===== src/design/serial_mem_pkg.sv =====
package serial_mem_pkg;

  // ==========================================================
  // Byte and address layout
  localparam int ADDR_W = 14;
  localparam int DATA_W = 8;
  localparam int ADDR_HI_W = 6;
  localparam logic [3:0] BITS_PER_BYTE = 4'h8;
  localparam logic [3:0] CNT_ZERO = 4'h0;
  localparam logic [3:0] CNT_ONE = 4'h1;
  localparam logic [3:0] CNT_STEP = 4'h1;
  localparam logic [ADDR_W-1:0] ADDR_RESET = 14'h0000;
  localparam logic [ADDR_W-1:0] ADDR_STEP = 14'h0001;

  // ==========================================================
  // Slave address fields
  localparam logic [3:0] DEV_TYPE = 4'hA;
  localparam int DEV_TYPE_MSB = 7;
  localparam int DEV_TYPE_LSB = 4;
  localparam int DEV_SEL_MSB = 3;
  localparam int DEV_SEL_LSB = 1;
  localparam int RW_BIT = 0;
  localparam int DEV_SEL_W = 3;

  // ==========================================================
  // High-speed master code, upper five bits
  localparam logic [4:0] MASTER_CODE = 5'h01;
  localparam int MCODE_MSB = 7;
  localparam int MCODE_LSB = 3;

  // ==========================================================
  // Buffering and timing
  localparam int WR_FIFO_DEPTH = 8;
  localparam int CORE_PERIOD_NS = 40;
  localparam int LINK_PERIOD_NS = 320;

  // ==========================================================
  // Carriers and states
  typedef struct packed {
    logic [ADDR_W-1:0] addr;
    logic [DATA_W-1:0] data;
  } mem_wr_type;

  localparam int MEM_WR_W = ADDR_W + DATA_W;

  typedef enum logic [7:0] {
    ST_IDLE    = 8'h01,
    ST_DEVADDR = 8'h02,
    ST_ADRHI   = 8'h04,
    ST_ADRLO   = 8'h08,
    ST_WDATA   = 8'h10,
    ST_RDATA   = 8'h20,
    ST_SACK    = 8'h40,
    ST_MACK    = 8'h80
  } link_state_type;

endpackage : serial_mem_pkg


===== src/design/serial_mem_slave.sv =====
`timescale 1ns/1ps

// ============================================================
// Write buffer
module wr_fifo #(
  parameter int WIDTH = 22,
  parameter int DEPTH = 8
) (
  input wire logic clk,
  input wire logic rst_n,
  input wire logic in_valid,
  output logic in_ready,
  input wire logic [WIDTH-1:0] in_data,
  output logic out_valid,
  input wire logic out_ready,
  output logic [WIDTH-1:0] out_data
);
  localparam int PW = $clog2(DEPTH);
  localparam logic [PW:0] PTR_ONE = {{PW{1'b0}}, 1'b1};
  localparam logic [PW:0] PTR_ZERO = '0;
  logic [WIDTH-1:0] mem_q [DEPTH];
  logic [PW:0] wptr_q;
  logic [PW:0] rptr_q;
  wire push_w = in_valid && in_ready;
  wire pop_w = out_valid && out_ready;
  wire full_w = (wptr_q[PW] != rptr_q[PW]) &&
                (wptr_q[PW-1:0] == rptr_q[PW-1:0]);
  wire empty_w = (wptr_q == rptr_q);
  assign in_ready = !full_w;
  assign out_valid = !empty_w;
  assign out_data = mem_q[rptr_q[PW-1:0]];
  always_ff @(posedge clk) begin
    if (push_w) begin
      mem_q[wptr_q[PW-1:0]] <= in_data;
    end
  end
  always_ff @(posedge clk) begin
    if (!rst_n) begin
      wptr_q <= PTR_ZERO;
      rptr_q <= PTR_ZERO;
    end else begin
      wptr_q <= push_w ? wptr_q + PTR_ONE : wptr_q;
      rptr_q <= pop_w ? rptr_q + PTR_ONE : rptr_q;
    end
  end
endmodule : wr_fifo
// ============================================================
// Two-wire memory slave front end
module serial_mem_slave
  import serial_mem_pkg::*;
#(
  parameter int FIFO_DEPTH = WR_FIFO_DEPTH
) (
  input wire logic CORE_CLK,
  input wire logic RST_N,
  input wire logic SCL_IN,
  input wire logic SDA_IN,
  output logic SDA_OUT,
  output logic SDA_OE,
  input wire logic [DEV_SEL_W-1:0] DEVICE_SELECT_PINS,
  output logic [ADDR_W-1:0] RD_ADDR,
  input wire logic [DATA_W-1:0] RD_DATA,
  output logic WR_VALID,
  input wire logic WR_READY,
  output mem_wr_type WR_WORD,
  output logic HS_MODE
);
  // ==========================================================
  // Synchronisers
  logic scl_m_q, scl_s_q, scl_p_q;
  logic sda_m_q, sda_s_q, sda_p_q;
  logic [DEV_SEL_W-1:0] sel_m_q, sel_s_q;
  always_ff @(posedge CORE_CLK) begin
    if (!RST_N) begin
      scl_m_q <= 1'b1;
      scl_s_q <= 1'b1;
      scl_p_q <= 1'b1;
      sda_m_q <= 1'b1;
      sda_s_q <= 1'b1;
      sda_p_q <= 1'b1;
      sel_m_q <= '0;
      sel_s_q <= '0;
    end else begin
      scl_m_q <= SCL_IN;
      scl_s_q <= scl_m_q;
      scl_p_q <= scl_s_q;
      sda_m_q <= SDA_IN;
      sda_s_q <= sda_m_q;
      sda_p_q <= sda_s_q;
      sel_m_q <= DEVICE_SELECT_PINS;
      sel_s_q <= sel_m_q;
    end
  end
  // ==========================================================
  // Line events
  wire rise_w = scl_s_q && !scl_p_q;
  wire fall_w = !scl_s_q && scl_p_q;
  wire scl_high_w = scl_s_q && scl_p_q;
  wire start_w = scl_high_w && sda_p_q && !sda_s_q;
  wire stop_w = scl_high_w && !sda_p_q && sda_s_q;
  // ==========================================================
  // State
  link_state_type state_q, state_d;
  link_state_type after_q, after_d;
  logic [3:0] cnt_q, cnt_d;
  logic [DATA_W-1:0] shift_q, shift_d;
  logic [ADDR_W-1:0] addr_q, addr_d;
  logic [ADDR_HI_W-1:0] addr_hi_q, addr_hi_d;
  logic oe_q, oe_d;
  logic hs_q, hs_d;
  logic push_d;
  logic fifo_ready;
  mem_wr_type push_word;
  // ==========================================================
  // Byte decode
  // device type check
  wire type_ok_w = shift_q[DEV_TYPE_MSB:DEV_TYPE_LSB] == DEV_TYPE;
  wire sel_ok_w = shift_q[DEV_SEL_MSB:DEV_SEL_LSB] == sel_s_q;
  wire match_w = type_ok_w && sel_ok_w;
  wire mcode_w = shift_q[MCODE_MSB:MCODE_LSB] == MASTER_CODE;
  wire rd_req_w = shift_q[RW_BIT];
  wire byte_end_w = fall_w && (cnt_q == BITS_PER_BYTE);
  wire [ADDR_W-1:0] addr_inc_w = addr_q + ADDR_STEP;
  assign push_word.addr = addr_q;
  assign push_word.data = shift_q;
  // ==========================================================
  // Next state
  always_comb begin
    state_d = state_q;
    after_d = after_q;
    cnt_d = cnt_q;
    shift_d = shift_q;
    addr_d = addr_q;
    addr_hi_d = addr_hi_q;
    oe_d = oe_q;
    hs_d = hs_q;
    push_d = 1'b0;
    if (start_w) begin
      state_d = ST_DEVADDR;
      cnt_d = CNT_ZERO;
      oe_d = 1'b0;
    end else if (stop_w) begin
      state_d = ST_IDLE;
      oe_d = 1'b0;
      hs_d = 1'b0;
    end else begin
      case (state_q)
        ST_DEVADDR, ST_ADRHI, ST_ADRLO, ST_WDATA: begin
          if (rise_w) begin
            shift_d = {shift_q[DATA_W-2:0], sda_s_q};
            cnt_d = cnt_q + CNT_STEP;
          end else if (byte_end_w) begin
            cnt_d = CNT_ZERO;
            state_d = ST_SACK;
            oe_d = 1'b1;
            case (state_q)
              ST_DEVADDR: begin
                if (mcode_w) begin
                  hs_d = 1'b1;
                  state_d = ST_IDLE;
                  oe_d = 1'b0;
                end else if (!match_w) begin
                  state_d = ST_IDLE;
                  oe_d = 1'b0;
                end else begin
                  after_d = rd_req_w ? ST_RDATA : ST_ADRHI;
                end
              end
              ST_ADRHI: begin
                addr_hi_d = shift_q[ADDR_HI_W-1:0];
                after_d = ST_ADRLO;
              end
              ST_ADRLO: begin
                addr_d = {addr_hi_q, shift_q};
                after_d = ST_WDATA;
              end
              default: begin
                // accept byte then ack; full buffer nacks
                if (fifo_ready) begin
                  push_d = 1'b1;
                  addr_d = addr_inc_w;
                  after_d = ST_WDATA;
                end else begin
                  state_d = ST_IDLE;
                  oe_d = 1'b0;
                end
              end
            endcase
          end
        end
        ST_SACK: begin
          if (fall_w) begin
            oe_d = 1'b0;
            cnt_d = CNT_ZERO;
            state_d = after_q;
            if (after_q == ST_RDATA) begin
              shift_d = RD_DATA;
              oe_d = !RD_DATA[DATA_W-1];
            end
          end
        end
        ST_RDATA: begin
          if (rise_w) begin
            cnt_d = cnt_q + CNT_STEP;
          end else if (byte_end_w) begin
            // release for master ack, step address
            oe_d = 1'b0;
            cnt_d = CNT_ZERO;
            addr_d = addr_inc_w;
            state_d = ST_MACK;
          end else if (fall_w) begin
            shift_d = {shift_q[DATA_W-2:0], 1'b0};
            oe_d = !shift_q[DATA_W-2];
          end
        end
        ST_MACK: begin
          if (rise_w) begin
            if (sda_s_q) begin
              state_d = ST_IDLE;
            end else begin
              cnt_d = CNT_ONE;
            end
          end else if (fall_w && cnt_q == CNT_ONE) begin
            shift_d = RD_DATA;
            oe_d = !RD_DATA[DATA_W-1];
            cnt_d = CNT_ZERO;
            state_d = ST_RDATA;
          end
        end
        default: begin
        end
      endcase
    end
  end
  // ==========================================================
  // Registers
  always_ff @(posedge CORE_CLK) begin
    if (!RST_N) begin
      state_q <= ST_IDLE;
      after_q <= ST_IDLE;
      cnt_q <= CNT_ZERO;
      shift_q <= '0;
      addr_q <= ADDR_RESET;
      addr_hi_q <= '0;
      oe_q <= 1'b0;
      hs_q <= 1'b0;
    end else begin
      state_q <= state_d;
      after_q <= after_d;
      cnt_q <= cnt_d;
      shift_q <= shift_d;
      addr_q <= addr_d;
      addr_hi_q <= addr_hi_d;
      oe_q <= oe_d;
      hs_q <= hs_d;
    end
  end
  // ==========================================================
  // Write buffer toward the array
  logic [MEM_WR_W-1:0] fifo_out;
  wr_fifo #(
    .WIDTH(MEM_WR_W),
    .DEPTH(FIFO_DEPTH)
  ) u_wr_fifo (
    .clk(CORE_CLK),
    .rst_n(RST_N),
    .in_valid(push_d),
    .in_ready(fifo_ready),
    .in_data(push_word),
    .out_valid(WR_VALID),
    .out_ready(WR_READY),
    .out_data(fifo_out)
  );
  assign WR_WORD = mem_wr_type'(fifo_out);
  // ==========================================================
  // Pin outputs
  // open drain, low only
  assign SDA_OUT = 1'b0;
  assign SDA_OE = oe_q;
  assign RD_ADDR = addr_q;
  assign HS_MODE = hs_q;
endmodule : serial_mem_slave


===== config.mk =====
export PLATFORM = sky130hd
export DESIGN_NAME = serial_mem_slave
export DESIGN_NICKNAME = d
export VERILOG_FILES = /design/src/design/serial_mem_pkg.sv /design/src/design/serial_mem_slave.sv
export SDC_FILE = /design/constraint.sdc
export NUM_CORES = 1
export LEC_CHECK = 0
export BUFFER_PORTS_ARGS = -buffer_cell sky130_fd_sc_hd__buf_4
export CAP_MARGIN = 30
export CORE_MARGIN = 8
export CORE_UTILIZATION = 50
export DETAILED_ROUTE_END_ITERATION = 12
export PLACE_DENSITY = 0.71
export SETUP_SLACK_MARGIN = 0.15
export SYNTH_ARGS = -nofsm -noshare
export SYNTH_HDL_FRONTEND = slang
export SYNTH_HIERARCHICAL = 1
export SYNTH_SLANG_ARGS = --single-unit
export TNS_END_PERCENT = 50

===== constraint.sdc =====
create_clock -name CORE_CLK -period 4.71 [get_ports CORE_CLK]
set_input_delay 1.1775 -clock CORE_CLK [delete_from_list [all_inputs] [get_ports CORE_CLK]]
set_output_delay 1.1775 -clock CORE_CLK [all_outputs]
set_load 0.05 [all_outputs]

==> metrics.yaml <==
synth:
  synthArstFlopShare: 0
  syn_nets: 748
  synth_cell_types: 73
  synthXorXnorAreaFrac: 0.0112
  synthMuxAreaShare: 0.159
  synth_top_area_frac: 0.487
  synth_compound_area_frac: 0.0765
  synth-simple-area-share: 0.103
  ys.flop_type: "edfxtp_1"
  synth_edf_count: 176
  seq_area_frac_synth: 0.617
  syn_area_per_cell_um2: 14.9
  ys_ff_latch: 246
  synthesis.area_um2: 10800
  ys_warn_count: 6
  synthAdderAreaFrac: 0.00692
  synthCells: 726
  synth_top_area_cell: "edfxtp_1"
  synth_top_family_by_area: "multiplexers"
  ys_top_cells_by_area: "edfxtp_1 49%, dfxtp_1 13%, mux4_1 9.0%"
worst_setup_path:
  path_class: "reg2out"
  crit_arrival_ps: 2590
  worst_setup_path_start_kind: "flop"
  reg2reg_slack_ps: 1380
  cp.required_ps: 3530
  timing.rr.start: "u_wr_fifo/wptr_q[2]"
  r2r-end: "RD_ADDR[11]"
  path_max_fanout: 28
  critPathCaptureType: "output pin"
  rr_worst_depth: 6
clocking:
  clk_latency_ps: 510
  postCtsHoldBufs: 0
  clkSinkCount: 246
  htreeDepth: 1
  post_cts_buffers: 0
  cts-root-buf: "clkbuf_16"
  cts.clk_slew.worst_paths_ps: 60
  cts_tree: "yes"
  cts_buffers: 26
  clockBufferDepth: 3
  postCtsResizedCells: 0
floorplan:
  num_io_pins: 56
  start_util: 0.503
  die_area_um2: 26700
  die_w_um: 163
  fp.coreArea_um2: 21600
  row_count: 54
  die_h_um: 163
timing:
  period_minus_slack_ps: 3770
  drv_slew: 0
  min_period_over_period: 0.801
  fin_skew_ps: 11.7
  finalSetupViolations: 0
  fmax_ghz: 0.265
  setup_tns_ps: 0
  worst_pin_slew_ps: 1140
  hold_slack_ps: 412
  rsz0062_at_grt: "false"
  hold_viol_final: 0
  final.setup.worst_slack_ps: 939
  slew_headroom: 0.240
power_and_ir_drop:
  powerDensity_nw_per_um2: 382
  cellLeakagePower_nw: 4.07
  peakVddDrop_mv: 0.174
global_routing:
  grt.total_usage: 0.173
  antenna_found_initial: 0
  overflow: 0
  grt_pass1_vias: 6584
  grt_pass1_wl_mm: 36.6
  grt_max_degree: 58
place:
  placedCellCount: 1037
  pre_cts_slack_ps: 1440
  portBuffers: 54
  gp_congestion: 0.914
  dp_hpwl_mm: 14.2
detailed_routing:
  firstDrtPassIters: 8
  vias: 6690
  viasPerCell: 6.17
  post_drt_wl_per_cell_um: 21.4
  drtIter0Drc: 695
  finalWirelength_mm: 23.2
  drc: 0
  antenna_left: 0
finish:
  layout.cells.non_filler: 1085
  syn_to_final_growth_pct: 14.4
  drive_above_1_share: 0.219
  nets: 807
  fillers: 1671
  antenna-diode-count: 0
job:
  max-cap-violations: 0
worst_hold_path:
  hp-start: "sda_m_q"
  hold_path.class: "reg2reg"
  hold-path-endpoint: "sda_s_q"
  hold_depth: 1
run_status:
  status: "complete, no violations"
-- worst max-delay path by stage --
stage          depth (start not counted)  slack, ps           startpoint                     to
6_report                               4        940                 flop            WR_WORD[19]
5_1_grt                                4        820                 flop            WR_WORD[17]
4_1_cts                                4        900                 flop            WR_WORD[19]
3_5_place_dp                           6       1440  u_wr_fifo/wptr_q[2]            RD_ADDR[11]
3_3_place_gp                           4       1500                 flop            WR_WORD[19]
2_1_floorplan                          8        430  u_wr_fifo/wptr_q[0]  u_wr_fifo/mem_q[5][0]
-- stage by stage --
| stage | instance area (um2) | total power, W | utilization |
|---|---|---|---|
| global placement | 11500 | 0.00274 | 0.535 |
| CTS | 12400 | 0.00478 | 0.576 |
| global route | 12400 | 0.00488 | 0.576 |
| finish | 12400 | 0.00474 | 0.576 |
| detailed placement | 11500 | 0.00275 | 0.535 |
| floorplan | 10800 | 0.00268 | - |
-- critical path, cell delays in order (launching register included) --
cell,delay (ps)
dfxtp_2,680
buf_12,290
mux4_1,590
mux2_2,290
buf_4,190
-- logic make-up after synthesis --
| family | after synthesis |
|---|---|
| fa+ha+maj | 6 |
| xor+xnor | 13 |
| mux | 101 |
| buf+inv | 48 |
| other cells | 1 |
| compound gates | 105 |
| simple gates | 206 |
| flops | 246 |
-- synth_stat cells, types with 11 or more instances --
master	count
nand2b_1	16
clkbuf_1	16
o21ai_0	11
nand3_1	17
nor2_1	42
mux4_1	37
mux2_2	22
nor3_1	21
a21oi_1	23
dfxtp_1	70
mux2i_1	35
edfxtp_1	176
nand2_1	47
-- placed cells by master, fill, tap and decap left out, drive strengths merged, types with 8 or more instances in the layout --
| master | count |
|---|---|
| a311oi | 10 |
| buf | 71 |
| nand3 | 17 |
| nor3 | 22 |
| o21ai | 11 |
| o311ai | 8 |
| nor2 | 42 |
| mux2 | 22 |
| xor2 | 8 |
| a21oi | 24 |
| nand2 | 47 |
| and2 | 10 |
| dfxtp | 70 |
| edfxtp | 176 |
| mux2i | 35 |
| o31ai | 9 |
| clkbuf | 33 |
| mux4 | 44 |
| inv | 10 |
| nand2b | 16 |
-- flip-flops by register name (all words and copies together), names as in the netlist, 4 cells and up, named ones only --
register / cells
u_wr_fifo/rptr_q: 4
shift_q: 8
RD_ADDR: 14
cnt_q: 4
after_q: 5
state_q: 8
addr_hi_q: 6
u_wr_fifo/mem_q: 176
u_wr_fifo/wptr_q: 4
-- metal layers --
metal	GRT usage	part of all wire
met2	0.286	0.48
met3	0.0272	0.067
met1	0.228	0.42
met4	0.0601	0.029
met5	0	0
-- where the power goes --
| part | switching [W] | internal (W) | total [W] |
|---|---|---|---|
| clock | 0.000817 | 0.00122 | 0.00203 |
| sequential | 0.0000345 | 0.00230 | 0.00234 |
| combinational | 0.000202 | 0.000163 | 0.000365 |
-- final cells by class --
type                       count  area [um2]  area share
clock inverter                15         149      0.0120
multi-input combinational    432        3920       0.316
clock buffer                  33         729      0.0588
timing repair buffer          71         546      0.0440
sequential                   246        6690       0.539
inverter                       8        30.0     0.00242
tap                          280         350      0.0282
Note: power is estimated with default switching activity, not from simulation.
